<file path="src/ectl_pkg.sv">
// Package with register map, reset values and timing constants of the init block
package ectl_pkg;
  // Clock and timing
  localparam int          CLK_MHZ          = 50;
  localparam int          CLK_PERIOD_NS    = 20;
  localparam int          SYSRST_HOLD_US   = 25;
  localparam int          SYSRST_CYCLES    = SYSRST_HOLD_US * CLK_MHZ;
  localparam int          CLK_READY_NS     = 1000;
  localparam int          CLK_READY_CYCLES = (CLK_READY_NS + CLK_PERIOD_NS - 1) / CLK_PERIOD_NS;
  localparam int          NIBBLE_NS        = 40;
  localparam int          NIBBLE_CYCLES    = NIBBLE_NS / CLK_PERIOD_NS;
  localparam logic [3:0]  HALF_GAP_OFFSET  = 4'h6;
  localparam logic [3:0]  FULL_GAP_OFFSET  = 4'h3;
  // Register byte offsets on the bus
  localparam logic [5:0]  OFS_SCRATCH      = 6'h00;
  localparam logic [5:0]  OFS_STATUS       = 6'h04;
  localparam logic [5:0]  OFS_CTRL_ONE     = 6'h08;
  localparam logic [5:0]  OFS_CTRL_TWO     = 6'h0c;
  localparam logic [5:0]  OFS_RX_START     = 6'h10;
  localparam logic [5:0]  OFS_MAX_FRAME    = 6'h14;
  localparam logic [5:0]  OFS_MAC_CTRL_TWO = 6'h18;
  localparam logic [5:0]  OFS_NBB_GAP      = 6'h1c;
  localparam logic [5:0]  OFS_BB_GAP       = 6'h20;
  localparam logic [5:0]  OFS_COLL_CTRL    = 6'h24;
  localparam logic [5:0]  OFS_STA_ADDR0    = 6'h28;
  localparam logic [5:0]  OFS_STA_ADDR1    = 6'h2c;
  localparam logic [5:0]  OFS_STA_ADDR2    = 6'h30;
  // Field positions
  localparam int          BIT_RX_ENABLE    = 0;
  localparam int          BIT_MASTER_RST   = 4;
  localparam int          COSEL_LSB        = 8;
  localparam int          BIT_PHY_DUPLEX   = 10;
  localparam int          BIT_CLK_READY    = 12;
  localparam int          BIT_FULL_DUPLEX  = 0;
  localparam int          BIT_HUGE_FRAME   = 2;
  localparam int          BIT_SKIP_BACKOFF = 12;
  localparam int          BIT_BACKPRESSURE = 13;
  localparam int          BIT_BUSY_WAIT    = 14;
  // Reset values
  localparam logic [15:0] RST_SCRATCH      = 16'h0000;
  localparam logic [15:0] RST_CTRL_ONE     = 16'h0000;
  localparam logic [15:0] RST_CTRL_TWO     = 16'hcb00;
  localparam logic [15:0] RST_RX_START     = 16'h0000;
  localparam logic [15:0] RST_MAX_FRAME    = 16'h05ee;
  localparam logic [15:0] RST_MAC_CTRL_TWO = 16'h40b2;
  localparam logic [15:0] RST_NBB_GAP      = 16'h0012;
  localparam logic [15:0] RST_BB_GAP       = 16'h0012;
  localparam logic [15:0] RST_COLL_CTRL    = 16'h000f;
  localparam logic [15:0] RX_BUF_LAST      = 16'h5fff;
  // Clock output select codes that give no output
  localparam logic [3:0]  COSEL_OFF_A      = 4'h0;
  localparam logic [3:0]  COSEL_OFF_B      = 4'hd;
endpackage

</file>
<file path="src/ectl_init_top.sv">
// Init and configuration block of the Ethernet controller with a Wishbone slave
// Functional notes
// - Master reset starts system reset; 25 us quiet
// - System reset returns scratch pointer to zero
// - Clock output runs 4 MHz after power-on
// - Clock select survives all but power-on reset
// - Receive buffer spans start pointer to 5FFFh
// - First packet stored at receive start pointer
// - Transmit frames accepted from any region
// - Max frame length bounds both directions unless huge
// - Station address reloaded after every reset
// - Busy wait, backpressure, skip backoff half-duplex only
// - Retry limit bounds retransmissions after collision
// - Half duplex gap is register plus 6
// - Full duplex gap is register plus 3
// - Master reset bit clears itself in hardware
`timescale 1ns/1ps
module ectl_init_top
  import ectl_pkg::*;
#(
  parameter logic [47:0] FACTORY_ADDR = 48'h02_00_00_00_00_01 // Arbitrary value
) (
  // Clock and reset
  input  wire logic        clk_i,
  input  wire logic        rst_n_i,
  // Wishbone slave
  input  wire logic        cyc_i,
  input  wire logic        stb_i,
  input  wire logic        we_i,
  input  wire logic [5:0]  adr_i,
  input  wire logic [3:0]  sel_i,
  input  wire logic [31:0] dat_i,
  output logic [31:0]      dat_o,
  output logic             ack_o,
  // PHY status pin
  input  wire logic        phy_duplex_status_i,
  // Receive data path
  input  wire logic        rx_byte_i,
  input  wire logic [15:0] rx_frame_len_i,
  output logic [15:0]      rx_wr_addr_o,
  output logic             rx_len_ok_o,
  output logic             receive_enable_o,
  // Transmit data path
  input  wire logic [15:0] tx_start_addr_i,
  input  wire logic [15:0] tx_frame_len_i,
  input  wire logic        tx_done_i,
  output logic [15:0]      tx_rd_addr_o,
  output logic             tx_len_ok_o,
  output logic             tx_gap_busy_o,
  // MAC settings seen by the data path
  output logic             busy_wait_o,
  output logic             backpressure_o,
  output logic             skip_backoff_o,
  output logic [3:0]       retry_limit_o,
  output logic [47:0]      station_addr_o,
  output logic             sys_reset_busy_o,
  // Clock output pin
  output logic             clock_output_pin_o
);
  // Control state
  typedef enum logic [2:0] {
    ST_BOOT = 3'b001,  // Waiting for the clock to settle
    ST_RUN  = 3'b010,  // Normal operation
    ST_SRST = 3'b100   // System reset in progress
  } ectl_state_e;

  ectl_state_e state, next_state;
  logic [10:0] rst_cnt, next_rst_cnt;     // System reset hold counter
  logic [5:0]  rdy_cnt, next_rdy_cnt;     // Clock settle counter
  logic        clk_ready, next_clk_ready;
  // Registers
  logic [15:0] scratch, next_scratch;
  logic [15:0] ctrl_one, next_ctrl_one;
  logic [15:0] ctrl_two, next_ctrl_two;
  logic [15:0] rx_start, next_rx_start;
  logic [15:0] max_frame, next_max_frame;
  logic [15:0] mac_ctrl_two, next_mac_ctrl_two;
  logic [15:0] nbb_gap, next_nbb_gap;
  logic [15:0] bb_gap, next_bb_gap;
  logic [15:0] coll_ctrl, next_coll_ctrl;
  logic [47:0] sta_addr, next_sta_addr;
  // Bus and data path
  logic        next_ack;
  logic [31:0] next_dat;
  logic [15:0] rd_word;
  logic [15:0] next_rx_wr_addr;
  logic        rx_en_d, next_rx_en_d;
  logic        next_rx_ok, next_tx_ok;
  logic        duplex_meta, duplex_sync;  // Pin synchroniser
  logic        wr_req, rd_req;
  logic        full_dpx;

  // Merge a write into a 16-bit register under the two low byte lanes
  function automatic logic [15:0] wmerge(input logic [15:0] old, input logic [31:0] wd,
                                         input logic [3:0] sel);
    wmerge = old;
    if (sel[0]) begin
      wmerge[7:0] = wd[7:0];
    end
    if (sel[1]) begin
      wmerge[15:8] = wd[15:8];
    end
  endfunction

  // Frame fits unless the limit is exceeded and huge frames are off
  function automatic logic len_fits(input logic [15:0] len, input logic [15:0] lim,
                                    input logic huge);
    len_fits = huge || (len <= lim);
  endfunction

  assign wr_req   = cyc_i && stb_i && !ack_o && we_i;
  assign rd_req   = cyc_i && stb_i && !ack_o && !we_i;
  assign full_dpx = mac_ctrl_two[BIT_FULL_DUPLEX];

  // Read multiplexer; unmapped offsets read zero
  always_comb begin
    case (adr_i)
      OFS_SCRATCH:      rd_word = scratch;
      OFS_STATUS:       rd_word = 16'((32'(clk_ready) << BIT_CLK_READY) | (32'(duplex_sync) << BIT_PHY_DUPLEX));
      OFS_CTRL_ONE:     rd_word = ctrl_one;
      OFS_CTRL_TWO:     rd_word = ctrl_two;
      OFS_RX_START:     rd_word = rx_start;
      OFS_MAX_FRAME:    rd_word = max_frame;
      OFS_MAC_CTRL_TWO: rd_word = mac_ctrl_two;
      OFS_NBB_GAP:      rd_word = nbb_gap;
      OFS_BB_GAP:       rd_word = bb_gap;
      OFS_COLL_CTRL:    rd_word = coll_ctrl;
      OFS_STA_ADDR0:    rd_word = sta_addr[15:0];
      OFS_STA_ADDR1:    rd_word = sta_addr[31:16];
      OFS_STA_ADDR2:    rd_word = sta_addr[47:32];
      default:          rd_word = 16'h0000;
    endcase
  end

  // Next state of control, registers and bus answer
  always_comb begin
    next_state        = state;
    next_rst_cnt      = rst_cnt;
    next_rdy_cnt      = rdy_cnt;
    next_clk_ready    = clk_ready;
    next_scratch      = scratch;
    next_ctrl_one     = ctrl_one;
    next_ctrl_two     = ctrl_two;
    next_rx_start     = rx_start;
    next_max_frame    = max_frame;
    next_mac_ctrl_two = mac_ctrl_two;
    next_nbb_gap      = nbb_gap;
    next_bb_gap       = bb_gap;
    next_coll_ctrl    = coll_ctrl;
    next_sta_addr     = sta_addr;
    // Every access is answered one cycle later, even during a system reset
    next_ack          = cyc_i && stb_i && !ack_o;
    next_dat          = 32'h0000_0000;
    case (state)
      ST_BOOT: begin
        // Clock ready rises after the settle time
        if (rdy_cnt == 6'(CLK_READY_CYCLES - 1)) begin
          next_clk_ready = 1'b1;
          next_state     = ST_RUN;
        end else begin
          next_rdy_cnt = rdy_cnt + 6'h01;
        end
      end
      ST_RUN: begin
        if (rd_req) begin
          next_dat = {16'h0000, rd_word};
        end
        if (wr_req) begin
          case (adr_i)
            OFS_SCRATCH:      next_scratch      = wmerge(scratch, dat_i, sel_i);
            OFS_CTRL_ONE:     next_ctrl_one     = wmerge(ctrl_one, dat_i, sel_i);
            OFS_CTRL_TWO:     next_ctrl_two     = wmerge(ctrl_two, dat_i, sel_i);
            OFS_RX_START:     next_rx_start     = wmerge(rx_start, dat_i, sel_i);
            OFS_MAX_FRAME:    next_max_frame    = wmerge(max_frame, dat_i, sel_i);
            OFS_MAC_CTRL_TWO: next_mac_ctrl_two = wmerge(mac_ctrl_two, dat_i, sel_i);
            OFS_NBB_GAP:      next_nbb_gap      = wmerge(nbb_gap, dat_i, sel_i);
            OFS_BB_GAP:       next_bb_gap       = wmerge(bb_gap, dat_i, sel_i);
            OFS_COLL_CTRL:    next_coll_ctrl    = wmerge(coll_ctrl, dat_i, sel_i);
            // Host writes touch only the registers, the factory copy stays
            OFS_STA_ADDR0:    next_sta_addr[15:0]  = wmerge(sta_addr[15:0], dat_i, sel_i);
            OFS_STA_ADDR1:    next_sta_addr[31:16] = wmerge(sta_addr[31:16], dat_i, sel_i);
            OFS_STA_ADDR2:    next_sta_addr[47:32] = wmerge(sta_addr[47:32], dat_i, sel_i);
            default:          next_scratch      = scratch;
          endcase
          // Master reset bit starts a system reset
          if (adr_i == OFS_CTRL_TWO && sel_i[0] && dat_i[BIT_MASTER_RST]) begin
            next_state   = ST_SRST;
            next_rst_cnt = 11'h000;
          end
        end
      end
      ST_SRST: begin
        // Bus is deaf for the hold time: writes dropped, reads zero
        next_scratch      = RST_SCRATCH;
        next_ctrl_one     = RST_CTRL_ONE;
        // Clock select keeps its value; the reset bit stays set meanwhile
        next_ctrl_two     = (RST_CTRL_TWO & 16'hf0ff) | (ctrl_two & 16'h0f00)
                            | 16'(32'h1 << BIT_MASTER_RST);
        next_rx_start     = RST_RX_START;
        next_max_frame    = RST_MAX_FRAME;
        next_mac_ctrl_two = RST_MAC_CTRL_TWO;
        next_nbb_gap      = RST_NBB_GAP;
        next_bb_gap       = RST_BB_GAP;
        next_coll_ctrl    = RST_COLL_CTRL;
        next_sta_addr     = FACTORY_ADDR;
        if (rst_cnt == 11'(SYSRST_CYCLES - 1)) begin
          next_ctrl_two[BIT_MASTER_RST] = 1'b0;
          next_state                    = ST_RUN;
        end else begin
          next_rst_cnt = rst_cnt + 11'h001;
        end
      end
      default: begin
        next_state = ST_BOOT;
      end
    endcase
  end

  // Control and register flops; power-on reset loads every default
  always_ff @(posedge clk_i) begin
    if (!rst_n_i) begin
      state        <= ST_BOOT;
      rst_cnt      <= 11'h000;
      rdy_cnt      <= 6'h00;
      clk_ready    <= 1'b0;
      scratch      <= RST_SCRATCH;
      ctrl_one     <= RST_CTRL_ONE;
      ctrl_two     <= RST_CTRL_TWO;
      rx_start     <= RST_RX_START;
      max_frame    <= RST_MAX_FRAME;
      mac_ctrl_two <= RST_MAC_CTRL_TWO;
      nbb_gap      <= RST_NBB_GAP;
      bb_gap       <= RST_BB_GAP;
      coll_ctrl    <= RST_COLL_CTRL;
      sta_addr     <= FACTORY_ADDR;
      ack_o        <= 1'b0;
      dat_o        <= 32'h0000_0000;
    end else begin
      state        <= next_state;
      rst_cnt      <= next_rst_cnt;
      rdy_cnt      <= next_rdy_cnt;
      clk_ready    <= next_clk_ready;
      scratch      <= next_scratch;
      ctrl_one     <= next_ctrl_one;
      ctrl_two     <= next_ctrl_two;
      rx_start     <= next_rx_start;
      max_frame    <= next_max_frame;
      mac_ctrl_two <= next_mac_ctrl_two;
      nbb_gap      <= next_nbb_gap;
      bb_gap       <= next_bb_gap;
      coll_ctrl    <= next_coll_ctrl;
      sta_addr     <= next_sta_addr;
      ack_o        <= next_ack;
      dat_o        <= next_dat;
    end
  end

  // Receive pointer: loads the start on enable, wraps past the last address
  always_comb begin
    next_rx_en_d    = ctrl_one[BIT_RX_ENABLE];
    next_rx_wr_addr = rx_wr_addr_o;
    if (ctrl_one[BIT_RX_ENABLE] && !rx_en_d) begin
      next_rx_wr_addr = rx_start;
    end else if (ctrl_one[BIT_RX_ENABLE] && rx_byte_i) begin
      if (rx_wr_addr_o >= RX_BUF_LAST) begin
        next_rx_wr_addr = rx_start;
      end else begin
        next_rx_wr_addr = rx_wr_addr_o + 16'h0001;
      end
    end
    // One limit covers both directions unless huge frames are on
    next_rx_ok = len_fits(rx_frame_len_i, max_frame, mac_ctrl_two[BIT_HUGE_FRAME]);
    next_tx_ok = len_fits(tx_frame_len_i, max_frame, mac_ctrl_two[BIT_HUGE_FRAME]);
  end

  // Data path flops; the synchroniser's first stage feeds only the second
  always_ff @(posedge clk_i) begin
    if (!rst_n_i) begin
      rx_en_d      <= 1'b0;
      rx_wr_addr_o <= RST_RX_START;
      rx_len_ok_o  <= 1'b0;
      tx_len_ok_o  <= 1'b0;
      tx_rd_addr_o <= 16'h0000;
      duplex_meta  <= 1'b0;
      duplex_sync  <= 1'b0;
    end else begin
      rx_en_d      <= next_rx_en_d;
      rx_wr_addr_o <= next_rx_wr_addr;
      rx_len_ok_o  <= next_rx_ok;
      tx_len_ok_o  <= next_tx_ok;
      tx_rd_addr_o <= tx_start_addr_i;
      duplex_meta  <= phy_duplex_status_i;
      duplex_sync  <= duplex_meta;
    end
  end

  // Half-duplex-only options are masked off in full duplex
  assign busy_wait_o      = !full_dpx && mac_ctrl_two[BIT_BUSY_WAIT];
  assign backpressure_o   = !full_dpx && mac_ctrl_two[BIT_BACKPRESSURE];
  assign skip_backoff_o   = !full_dpx && mac_ctrl_two[BIT_SKIP_BACKOFF];
  assign retry_limit_o    = coll_ctrl[3:0];
  assign receive_enable_o = ctrl_one[BIT_RX_ENABLE];
  assign station_addr_o   = sta_addr;
  assign sys_reset_busy_o = (state == ST_SRST);

  // Back-to-back gap timing
  ectl_gap_timer u_gap (
    .clk_i         (clk_i),
    .rst_n_i       (rst_n_i),
    .gap_i         (bb_gap[6:0]),
    .full_duplex_i (full_dpx),
    .tx_done_i     (tx_done_i),
    .gap_busy_o    (tx_gap_busy_o)
  );

  // Clock output pin
  ectl_clock_output_pin_gen u_clock_output_pin (
    .clk_i     (clk_i),
    .rst_n_i   (rst_n_i),
    .sel_i     (ctrl_two[COSEL_LSB +: 4]),
    .clk_out_o (clock_output_pin_o)
  );
endmodule

</file>
<file path="src/ectl_clock_output_pin_gen.sv">
// Clock output pin generator driven by a fractional phase accumulator
`timescale 1ns/1ps
module ectl_clock_output_pin_gen
  import ectl_pkg::*;
(
  // Clock and reset
  input  wire logic       clk_i,
  input  wire logic       rst_n_i,
  // Frequency select
  input  wire logic [3:0] sel_i,
  // Pin
  output logic            clk_out_o
);
  logic [11:0] acc;        // Phase in 200 MHz ticks
  logic [11:0] next_acc;
  logic        next_clk_out;
  logic [11:0] period;     // Period in 200 MHz ticks

  // Period table; fractional dividers average out through the accumulator
  always_comb begin
    case (sel_i)
      4'hf:    period = 12'hfa0;
      4'he:    period = 12'h7d0;
      4'hc:    period = 12'h040;
      4'hb:    period = 12'h032;
      4'ha:    period = 12'h028;
      4'h9:    period = 12'h020;
      4'h8:    period = 12'h019;
      4'h7:    period = 12'h018;
      4'h6:    period = 12'h014;
      4'h5:    period = 12'h010;
      4'h4:    period = 12'h00c;
      4'h3:    period = 12'h00a;
      4'h2:    period = 12'h008;
      4'h1:    period = 12'h006;
      default: period = 12'h000;
    endcase
  end

  // Advance by four ticks per 50 MHz cycle and wrap at the period
  always_comb begin
    next_acc     = acc + 12'h004;
    if (period == 12'h000 || sel_i == COSEL_OFF_B) begin
      next_acc     = 12'h000;
      next_clk_out = 1'b0;                   // Pin held low when off
    end else begin
      if (next_acc >= period) begin
        next_acc = next_acc - period;
      end
      next_clk_out = (next_acc < {1'b0, period[11:1]});
    end
  end

  // Registers
  always_ff @(posedge clk_i) begin
    if (!rst_n_i) begin
      acc       <= 12'h000;
      clk_out_o <= 1'b0;
    end else begin
      acc       <= next_acc;
      clk_out_o <= next_clk_out;
    end
  end
endmodule

</file>
<file path="src/ectl_gap_timer.sv">
// Back-to-back inter-packet gap timer that follows the duplex mode
`timescale 1ns/1ps
module ectl_gap_timer
  import ectl_pkg::*;
(
  // Clock and reset
  input  wire logic       clk_i,
  input  wire logic       rst_n_i,
  // Settings
  input  wire logic [6:0] gap_i,
  input  wire logic       full_duplex_i,
  // Transmit events
  input  wire logic       tx_done_i,
  output logic            gap_busy_o
);
  logic [11:0] count;        // Cycles left in the gap
  logic [11:0] next_count;
  logic [7:0]  nibbles;      // Gap in nibble times

  // Gap is the register plus a duplex dependent offset
  always_comb begin
    if (full_duplex_i) begin
      nibbles = {1'b0, gap_i} + {4'h0, FULL_GAP_OFFSET};
    end else begin
      nibbles = {1'b0, gap_i} + {4'h0, HALF_GAP_OFFSET};
    end
  end

  // Restart on every finished frame, else count down
  always_comb begin
    next_count = count;
    if (tx_done_i) begin
      next_count = 12'(nibbles * NIBBLE_CYCLES);
    end else if (count != 12'h000) begin
      next_count = count - 12'h001;
    end
  end

  // Registers
  always_ff @(posedge clk_i) begin
    if (!rst_n_i) begin
      count <= 12'h000;
    end else begin
      count <= next_count;
    end
  end

  assign gap_busy_o = (count != 12'h000);
endmodule

</file>
<file path="config.mk">
export PLATFORM = sky130hd
export DESIGN_NAME = ectl_init_top
export DESIGN_NICKNAME = d
export VERILOG_FILES = /design/src/ectl_pkg.sv /design/src/ectl_init_top.sv /design/src/ectl_clock_output_pin_gen.sv /design/src/ectl_gap_timer.sv
export SDC_FILE = /design/constraint.sdc
export NUM_CORES = 1
export LEC_CHECK = 0
export BUFFER_PORTS_ARGS = -buffer_cell sky130_fd_sc_hd__buf_2
export CAP_MARGIN = 20
export CORE_MARGIN = 8
export CORE_UTILIZATION = 50
export CTS_BUF_LIST = sky130_fd_sc_hd__clkbuf_8 sky130_fd_sc_hd__clkbuf_16
export CTS_CLUSTER_SIZE = 25
export DETAILED_ROUTE_END_ITERATION = 6
export PLACE_DENSITY = 0.77
export REMOVE_ABC_BUFFERS = 1
export SLEW_MARGIN = 20
export SYNTH_ARGS = -nofsm -noshare
export SYNTH_HDL_FRONTEND = slang
export SYNTH_SLANG_ARGS = --single-unit
export TNS_END_PERCENT = 1
</file>
<file path="constraint.sdc">
create_clock -name clk_i -period 9.5 [get_ports clk_i]
set_input_delay 0.475 -clock clk_i [delete_from_list [all_inputs] [get_ports clk_i]]
set_output_delay 0.475 -clock clk_i [all_outputs]
set_load 0.1 [all_outputs]
</file>
## After elaboration in Yosys (flattened, before gate mapping)

Memories as Yosys holds them, arrays and structs flattened. A register that Yosys moved wholly into a read port is not among the register bits.
Index checks and enable logic that the tools add are counted.

| storage, ports and cells | value |
|---|---|
| bits in read-only memories | 192 |
| memories | 1 |
| register bits | 308 |
| input bits | 98 |
| output and inout bits | 126 |

Memory list:

| name | words | width | rd ports | clocked after Yosys merged registers in | write ports | RTL line | source |
|---|---|---|---|---|---|---|---|
| (name not given) | 16 | 12 | 1 | 1 | 0 | ectl_clock_output_pin_gen.sv:21 | `case (sel_i)` |

| operators by class | value |
|---|---|
| muxes and demuxes | 55 |
| equal/unequal tests | 37 |
| $add $sub $neg | 8 |
| reductions and logical operators | 57 |
| $lt $le $gt $ge | 5 |
| bitwise operators | 4 |

Operators with widths:

| operator | count |
|---|---|
| 16-bit two-way mux | 24 |
| 16-bit one-hot mux with 2 select lines | 9 |
| 16-bit one-hot mux with 13 select lines | 1 |
| 4-bit AND reduction | 26 |
| 48-bit one-hot mux with 2 select lines | 1 |
| 48-bit two-way mux | 1 |
| 6-bit == test, second input constant | 6 |
| 11-bit two-way mux | 3 |
| 16-bit <= comparator | 2 |
| 6-bit by 5-bit == test with 1-bit output, second input constant | 4 |
| 12-bit two-way mux | 2 |
| 8-bit two-way mux | 3 |
| 2-bit by 1-bit inequality test with 1-bit output, second input constant | 12 |
| 11-bit one-hot mux with 2 select lines | 1 |
| 9-bit two-way mux | 2 |
| 16-bit by 1-bit adder with 16-bit output, second input constant | 1 |
| 16-bit by 15-bit >= comparator with 1-bit output, second input constant | 1 |
| 2-bit inequality test, second input constant | 7 |
| 13-bit by 11-bit bitwise OR with 13-bit output | 1 |
| 12-bit by 3-bit adder with 12-bit output, second input constant | 1 |
| 6-bit by 4-bit == test with 1-bit output, second input constant | 2 |
| 12-bit >= comparator | 1 |
| 12-bit logical NOT | 1 |
| 12-bit by 11-bit less-than comparator with 1-bit output | 1 |
| 27 further kinds | 53 |

## Longest topological paths before layout

Gate-level depths: netlist of the first run.

| logic depth | value |
|---|---|
| depth in word-level cells | 7 |
| mapped depth | 19 |
| gate-level depth less buffers | 18 |

## Cells and area by module

From an unflattened synthesis of the first run, not the netlist that was laid out.

| second synthesis, totals | value |
|---|---|
| cells, all modules | 1672 |
| area total of the unflattened synthesis | 15173.3 um^2 |

By module, submodules not included:

| module | sequential area each (um^2) | cells each | area each (um^2) | times used |
|---|---|---|---|---|
| ectl_init_top | 5345.1 | 1346 | 12485.7 | 1 |
| ectl_clock_output_pin_gen | 260.2 | 232 | 1808.0 | 1 |
| ectl_gap_timer | 240.2 | 94 | 879.6 | 1 |

## Worst setup path before layout of the first run

OpenSTA, ideal clock, no wires.

| timing | value |
|---|---|
| path type | register to register |
| start point | reg u_clock_output_pin.acc[2] |
| end point | reg u_clock_output_pin.clk_out_o |
| clock period less this slack | 3630 ps |
| cell stages (with the launch flop) | 17 |
| setup slack | 5870 ps |
| arrival | 3571 ps |
| cell sequence | dfxtp_1 > ha_1 > nand4_1 > xnor2_1 > ha_1 > and4_1 > and3_1 > a31oi_2 > nand2_1 > mux2_2 > ha_1 > a21oi_1 > nor2b_1 > o21ai_0 > a21oi_1 > a2111oi_0 > o211a_1 |

| between the ends | value |
|---|---|
| word-level cells in the longest chain between the ends | 5 |
| elaborated cells on any way between the ends | 6 |

RTL lines:

| item | RTL line | source |
|---|---|---|
| start: declaration | ectl_clock_output_pin_gen.sv:14 | `logic [11:0] acc;` |
| start signal: assignment | ectl_clock_output_pin_gen.sv:60 | `acc <= next_acc;` |
| 12-bit by 3-bit adder with 12-bit output (*) | ectl_clock_output_pin_gen.sv:42 | `next_acc = acc + 12'h004;` |
| 12-bit subtractor / 12-bit >= comparator (equally long branches) | ectl_clock_output_pin_gen.sv:48, ectl_clock_output_pin_gen.sv:47 |  |
| 12-bit two-way mux (*) | ectl_clock_output_pin_gen.sv:47 | `if (next_acc >= period) begin` |
| 12-bit two-way mux (*) | ectl_clock_output_pin_gen.sv:43 | `if (period == 12'h000 \|\| sel_i == COSEL_OFF_B) begin` |
| 12-bit by 11-bit less-than comparator with 1-bit output (*) | ectl_clock_output_pin_gen.sv:50 | `next_clk_out = (next_acc < {1'b0, period[11:1]});` |
| end signal: assignment | ectl_clock_output_pin_gen.sv:61 | `clk_out_o <= next_clk_out;` |
| end: declaration | ectl_clock_output_pin_gen.sv:12 | `output logic clk_out_o` |

Mark *: on every way between the ends. The rest lies on a longest branch, timed or not. The select of a mux whose other input is x is not followed.
A chain may end at the register's enable or synchronous reset.

## Worst setup path in the final report of the first run

Ends and elaborated chain as after synthesis.

==> impl_metrics.csv, run 1 <==
group,metric,value,unit
outcome,status,"completed",
power,power.density,188,nW/um^2
synth,ys_seq_elements,301,
die,die_w,190,microns
worst_setup_path,critPathMaxStageDelay,0.48,ns
worst_setup_path,crit_fanout,14,
synth,synth-edff-count,0,
layout,fill_cells,2652,
synth,ys_async_sr_fraction,0,%
place,dp_hpwl,30700,microns
timing,clock_skew,0.0155,ns
timing,setup_ws,4.90,ns
clock_network,cts_buffer_depth,3,
global_route,track_usage,23.0,%
timing,fin_crit_sh,48.4,%
detailed_routing,wl_per_cell,19.5,microns
timing,max_slew.worst_pin.slew,1.17,ns
worst_setup_path,critPathCaptureType,"flop",
detailed_routing,ant_nets,0,
layout,largest_register_ff_count,48,
clock_network,ctsResizeCount,0,
power,power,3.22,mW
power,ir_drop,145,uV
place,finalWeightedCongestion,0.867,
worst_setup_path,regToRegSetupSlack,4.90,ns
run,cap_violations,0,
clock_network,cts-buffers-inserted,31,
clock_network,h-tree-depth,1,
clock_network,clk_transition_reported_paths,0.06,ns
global_route,grt_pass1_vias,12700,
worst_setup_path,worst-endpoint-arrival,5.11,ns
timing,setup_viol,0,
detailed_routing,drc,0,
detailed_routing,drtPass1Iterations,5,
die,start_util,50.9,%
layout,area_delta_synth_final,13.7,%
global_route,grt-ovfl-total,0,
clock_network,clockRootBuffer,"clkbuf_16",
timing,relSlewSlack,21.8,%
die,dieArea,36000,sq um
die,io_pins,224,
synth,synth_cells,1660,
timing,rsz0062_at_grt,"false",
worst_setup_path,cpMaxStageDelayCell,"dfxtp_1",
clock_network,insertion_delay,0.58,ns
layout,final_core_util,57.8,%
detailed_routing,routed_wl,43200,microns
worst_setup_path,required,10.01,ns
layout,final_layout_size_suffix_gt1_share,17.0,%
worst_setup_path,path_buf_inv,0,
worst_setup_path,crit_path_start_kind,"flop",
detailed_routing,drt_iter0_drc,1109,
detailed_routing,vias,13000,
synth,synth_area,15100,sq um
timing,clock.fmax,218,MHz
worst_setup_path,criticalPathCategory,"reg2reg",
global_route,grt_max_degree,120,
synth,ys.flop_type,"dfxtp_1",
layout,nets,1963,
place,pre_cts_ws,5.01,ns
detailed_routing,via_per_inst,5.86,
timing,fin_crit,4.60,ns
worst_setup_path,crit_chain,"ha_1 -> nand4_1 -> xnor2_1 -> ha_1 -> and4_1 -> and3_1 -> a31oi_2 -> nand2_1 -> mux2_2 -> ha_1 -> a21oi_1 -> nor2b_1 -> o21ai_0 -> a21oi_1 -> a2111oi_0 -> o211a_1",
clock_network,clock-sinks,301,
die,core_area,29600,sq um
timing,finalHoldViolCount,0,
global_route,grt_first_pass_wirelength,68100,microns
synth,ys_types,86,
die,std_cell_rows,63,
timing,finalMaxSlewViolations,0,
synth,synth_area_per_cell,9.09,sq um
clock_network,cts_hold_buf,0,
power,power_leakage,6.87,nW
place,io_buffers,189,
die,die_height,190,microns
synth,yosysSeqAreaShare,39.9,%
synth,synth_warnings,0,
global_route,antenna_found_initial,4,
timing,fin_tns_setup,0,ns
clock_network,tritoncts,"yes",
worst_setup_path,crit_top_cell,"ha_1",
worst_hold_path,min_path_type,"in2reg",
clock_network,post_cts_buffers,0,
worst_setup_path,critPathTopFamily,"compound AO/OA/AOI/OAI gates",
report_power, final:
part | switching [mW] | total (mW) | internal (mW)
logic | 0.435 | 0.701 | 0.266
clock network | 0.517 | 1.20 | 0.678
registers | 0.0282 | 1.32 | 1.30
total | 0.980 | 3.22 | 2.24
metal layers:
| layer | vias to the layer above | global-route usage, % | wire (microns) |
|---|---|---|---|
| li1 | 6120 | - | - |
| met1 | 6193 | 30.2 | 18500 |
| met2 | 552 | 37.2 | 19700 |
| met3 | 97 | 4.87 | 3760 |
| met4 | 6 | 7.58 | 1260 |
| met5 | - | 0 | 34 |
cells in the mapped netlist (12+ instances only):
master	number	area share (%)
dfxtp_1	301	40
nor2_1	259	6.4
mux2i_1	180	12
nand2_1	94	2.3
ha_1	69	5.7
clkbuf_1	62	1.5
o21ai_0	59	2.0
a21oi_1	49	1.6
inv_1	47	1.2
nor2b_1	37	1.5
nand3_1	33	1.1
a22oi_1	31	1.5
a221oi_1	30	1.7
and2_1	28	1.2
xnor2_1	26	1.5
buf_4	25	1.2
nand4_1	24	1.0
xor2_1	23	1.3
a211oi_1	19	0.95
a31oi_1	18	0.75
o211ai_1	18	0.90
buf_2	13	0.43
nor3_1	13	0.43
a21o_1	12	0.60
a22o_1	12	0.70
worst reg2reg max path: stages (launching register included):
cell and delay [ns]:
dfxtp_1 0.48, ha_1 0.32, nand4_1 0.14, xnor2_1 0.27, ha_1 0.35, and4_1 0.23, and3_1 0.21, a31oi_2 0.31
nand2_1 0.39, mux2_2 0.42, ha_1 0.29, a21oi_1 0.15, nor2b_1 0.06, o21ai_0 0.17, a21oi_1 0.10, a2111oi_0 0.42
o211a_1 0.23
kinds of logic (layout without fill, tap and decap cells):
kind of cell	after synthesis	in the layout	synth area share [%]
XOR/XNOR	49	49	2.85
AND/OR/NAND/NOR	570	570	18.5
adder cells (fa/ha/maj)	70	70	5.86
flip-flops	301	301	39.9
buffers and inverters	164	309	5.01
multiplexers	188	188	12.5
other	1	19	0.0249
AO/OA/AOI/OAI	317	317	15.3
cell type report:
| type | instances | area (sq um) | share of cell area [%] |
|---|---|---|---|
| Antenna cell | 3 | 7.51 | 0.0438 |
| Clock buffer | 38 | 872 | 5.09 |
| Clock inverter | 20 | 138 | 0.803 |
| Inverter | 49 | 189 | 1.10 |
| Multi-Input combinational cell | 1210 | 8380 | 48.9 |
| Sequential cell | 301 | 6030 | 35.1 |
| Tap cell | 390 | 488 | 2.85 |
| Timing Repair Buffer | 202 | 1040 | 6.09 |
worst paths after layout:
kind,from,endpoint,cells past startpoint
worst min-delay path,tx_start_addr_i[13],tx_rd_addr_o[13],2
worst max register to register,u_clock_output_pin.acc[2],u_clock_output_pin.clk_out_o,16
worst min register to register,duplex_meta,duplex_sync,1
worst max-delay path,u_clock_output_pin.acc[2],u_clock_output_pin.clk_out_o,16
placed cells by master (no fill, tap or decap), drive strengths merged, types with 16 or more instances in the layout:
master  netlist  routed
a211oi       19      19
a21oi        66      66
a221oi       30      30
a22oi        31      31
a31oi        19      19
and2         28      28
buf          53     202
clkbuf       62      38
conb          1      16
dfxtp       301     301
ha           69      69
inv          48      58
mux2i       180     180
nand2        94      94
nand3        34      34
nand4        24      24
nor2        265     265
nor2b        37      37
o211ai       18      18
o21ai        63      63
xnor2        26      26
xor2         23      23
through the flow:
step                std cells  instance area [sq um]  hold slack [ns]
global placement         2152                  16100            0.427
global route             2210                  17100            0.104
detailed placement       2152                  16100            0.426
finish                   2213                  17100            0.101
floorplan                1560                  14600            0.412
CTS                      2210                  17100           0.0911
(Power assumes the default switching activity.)
==> run 2, diff against run 1 <==
--- a/config.mk
+++ b/config.mk
@@ -5,6 +5,7 @@
 export SDC_FILE = /design/constraint.sdc
 export NUM_CORES = 1
 export LEC_CHECK = 0
+export ABC_AREA = 1
 export BUFFER_PORTS_ARGS = -buffer_cell sky130_fd_sc_hd__buf_2
 export CAP_MARGIN = 20
 export CORE_MARGIN = 8
@@ -12,7 +13,7 @@
 export CTS_BUF_LIST = sky130_fd_sc_hd__clkbuf_8 sky130_fd_sc_hd__clkbuf_16
 export CTS_CLUSTER_SIZE = 25
 export DETAILED_ROUTE_END_ITERATION = 6
-export PLACE_DENSITY = 0.77
+export PLACE_DENSITY = 0.8
 export REMOVE_ABC_BUFFERS = 1
 export SLEW_MARGIN = 20
 export SYNTH_ARGS = -nofsm -noshare
==> constraint.sdc (replaced) <==
create_clock -name clk_i -period 3.8 [get_ports clk_i]
set_input_delay 0.19 -clock clk_i [delete_from_list [all_inputs] [get_ports clk_i]]
set_output_delay 0.19 -clock clk_i [all_outputs]
set_load 0.1 [all_outputs]
==> impl_metrics.csv, run 2 <==
group,metric,value,unit
clock_network,clock-sinks,301,
clock_network,cts-buffers-inserted,34,
synth,synth_warnings,0,
global_route,grt_use_met2,39.2,%
synth,ys_seq_elements,301,
detailed_routing,drc,0,
worst_setup_path,critPathCaptureType,"flop",
synth,synth_cells,2070,
clock_network,clockRootBuffer,"clkbuf_16",
clock_network,h-tree-depth,2,
layout,layout_common_cells,"nand2_1 (353), dfxtp_1 (301), nor2_1 (281)",
place,dp_hpwl,32900,microns
die,start_util,50.5,%
worst_setup_path,required,4.24,ns
timing,setup_viol,0,
global_route,grt_use_met1,30.2,%
synth,ys.flop_type,"dfxtp_1",
worst_setup_path,timing.rr.end,"u_clock_output_pin.clk_out_o",
place,finalWeightedCongestion,0.946,
global_route,met3_usage,5.61,%
worst_hold_path,min_path_type,"in2reg",
detailed_routing,ant_nets,0,
synth,synth_area,14900,sq um
synth,synth_top_area_cell,"dfxtp_1",
timing,relSlewSlack,23.9,%
clock_network,tritoncts,"yes",
power,power_leakage,8.08,nW
global_route,track_usage,24.2,%
global_route,grt_max_degree,122,
worst_setup_path,crit_fanout,9,
die,core_area,29600,sq um
die,dieArea,35700,sq um
worst_setup_path,crit_path_start_kind,"flop",
timing,setup_ws,0.312,ns
detailed_routing,drtPass1Iterations,6,
power,power,8.31,mW
clock_network,clk_transition_reported_paths,0.06,ns
worst_hold_path,holdCritStartpoint,"dat_i[14]",
synth,ys_types,52,
layout,area_delta_synth_final,16.9,%
synth,synth_area_per_cell,7.22,sq um
outcome,status,"completed",
detailed_routing,via_per_inst,5.50,
worst_hold_path,whs_endpoint,"mac_ctrl_two[14]",
clock_network,insertion_delay,0.52,ns
synth,synth_top_area_share,40.3,%
timing,fin_crit,3.49,ns
layout,nets,2428,
synth,synth-edff-count,0,
global_route,grt_first_pass_wirelength,71200,microns
timing,finalHoldViolCount,0,
die,die_w,189,microns
synth,synthTopCellsByCount,"nand2_1 (353), dfxtp_1 (301), nor2_1 (281), inv_1 (222), o21ai_0 (185)",
global_route,grt-ovfl-total,0,
place,pre_cts_ws,0.120,ns
detailed_routing,drt_iter0_drc,1479,
clock_network,cts_buffer_depth,3,
detailed_routing,wl_per_cell,16.8,microns
detailed_routing,routed_wl,45100,microns
layout,final_core_util,59.1,%
worst_setup_path,reg2reg_depth,25,
timing,clock_skew,0.0181,ns
worst_setup_path,r2r-start,"u_clock_output_pin.acc[2]",
worst_setup_path,criticalPathCategory,"reg2reg",
worst_setup_path,regToRegSetupSlack,0.31,ns
power,power.density,476,nW/um^2
die,std_cell_rows,63,
layout,largest_register_ff_count,48,
timing,clock.fmax,287,MHz
place,io_buffers,189,
detailed_routing,vias,14700,
timing,fin_crit_sh,91.8,%
synth,ys_async_sr_fraction,0,%
worst_setup_path,worst-endpoint-arrival,3.93,ns
global_route,antenna_found_initial,3,
worst_hold_path,whs_path_depth,3,
global_route,top_usage_layer,"met2",
global_route,grt_pass1_vias,14100,
timing,max_slew.worst_pin.slew,1.14,ns
synth,yosysSeqAreaShare,40.3,%
power,ir_drop,355,uV
layout,layout_commonest_cell,"nand2_1",
layout,final_layout_size_suffix_gt1_share,15.7,%
run,cap_violations,0,
synth,synth_most_common_cell,"nand2_1",
synth,synth_area_leaders,"dfxtp_1 (40%), nand2_1 (8.9%), nor2_1 (7.1%)",
worst_setup_path,crit_path_start,"u_clock_output_pin.acc[2]",
die,io_pins,224,
timing,finalMaxSlewViolations,0,
die,die_height,189,microns
[run 2: worst max-delay path: stages (launching register included)]
cell and delay (ns):
dfxtp_1 0.35, ha_1 0.17, nand2_1 0.05, inv_1 0.09, nand4_1 0.13, nor2_1 0.14, nand2_1 0.10, xor2_2 0.16
inv_1 0.09, ha_4 0.29, nand2_1 0.05, inv_1 0.08, nand2_1 0.07, nor2_1 0.10, nand2_1 0.11, nand3_4 0.14
buf_4 0.17, nand2_1 0.06, inv_1 0.07, a21oi_1 0.04, ha_1 0.29, a21oi_1 0.15, nor2_1 0.06, a211oi_2 0.16
o2111ai_1 0.14, a21oi_1 0.13
[run 2: how the worst max path moves through the flow]
stage | end | slack (ns)
final | u_clock_output_pin.clk_out_o | 0.31
after global routing | u_clock_output_pin.clk_out_o | -0.05
after CTS | u_clock_output_pin.clk_out_o | 0.09
after detailed placement | u_clock_output_pin.clk_out_o | 0.12
after global placement | u_clock_output_pin.clk_out_o | 0.31
after floorplan | u_clock_output_pin.period[3] | -0.52
[run 2: final cells by class]
class,instances,area (sq um)
Inverter,260,978
Sequential cell,301,6030
Tap cell,390,488
Antenna cell,4,10.0
Clock buffer,41,958
Timing Repair Buffer,233,1350
Fill cell,2690,12100
Multi-Input combinational cell,1430,7540
Clock inverter,16,114
[run 2: stage by stage]
step                      instances  setup TNS (ns)  area (sq um)  hold WS, ns
after global placement         2584               0         16000        0.370
after global routing           2673         -0.0527         17500       0.0514
after floorplan                1991           -5.19         14500        0.274
final                          2675               0         17500       0.0308
after CTS                      2669               0         17400       0.0230
after detailed placement       2584               0         16000        0.374
[run 2: cell families after synthesis]
family | count (synthesis) | share of synthesized area, %
other | 1 | 0.0251
buffers and inverters | 354 | 9.91
xor gates and xnor gates | 30 | 1.76
DFF | 301 | 40.3
and+or+nand+nor | 823 | 23.8
adders and majority gates | 70 | 5.91
AOI/OAI and AO/OA | 491 | 18.3
[run 2: power breakdown]
group | total [mW] | internal (mW) | switching (mW) | leakage, nW
logic | 1.85 | 0.656 | 1.19 | 5.08
clock network | 3.16 | 1.86 | 1.30 | 0.563
registers | 3.31 | 3.25 | 0.0633 | 2.44
[run 2: per-layer routing]
metal,routed length [microns],vias to the layer above
met1,18400,6681
met4,1900,2
li1,-,7162
met3,4490,123
met2,20300,741
met5,13,-
[run 2: repair_timing]
action                                 4_1_cts  5_1_grt
setup endpoints to repair                    0        1
hold buffers                                28        0
buffers inserted                             0        2
gates resized for setup                      0        9
endpoints found under the hold margin       29        0
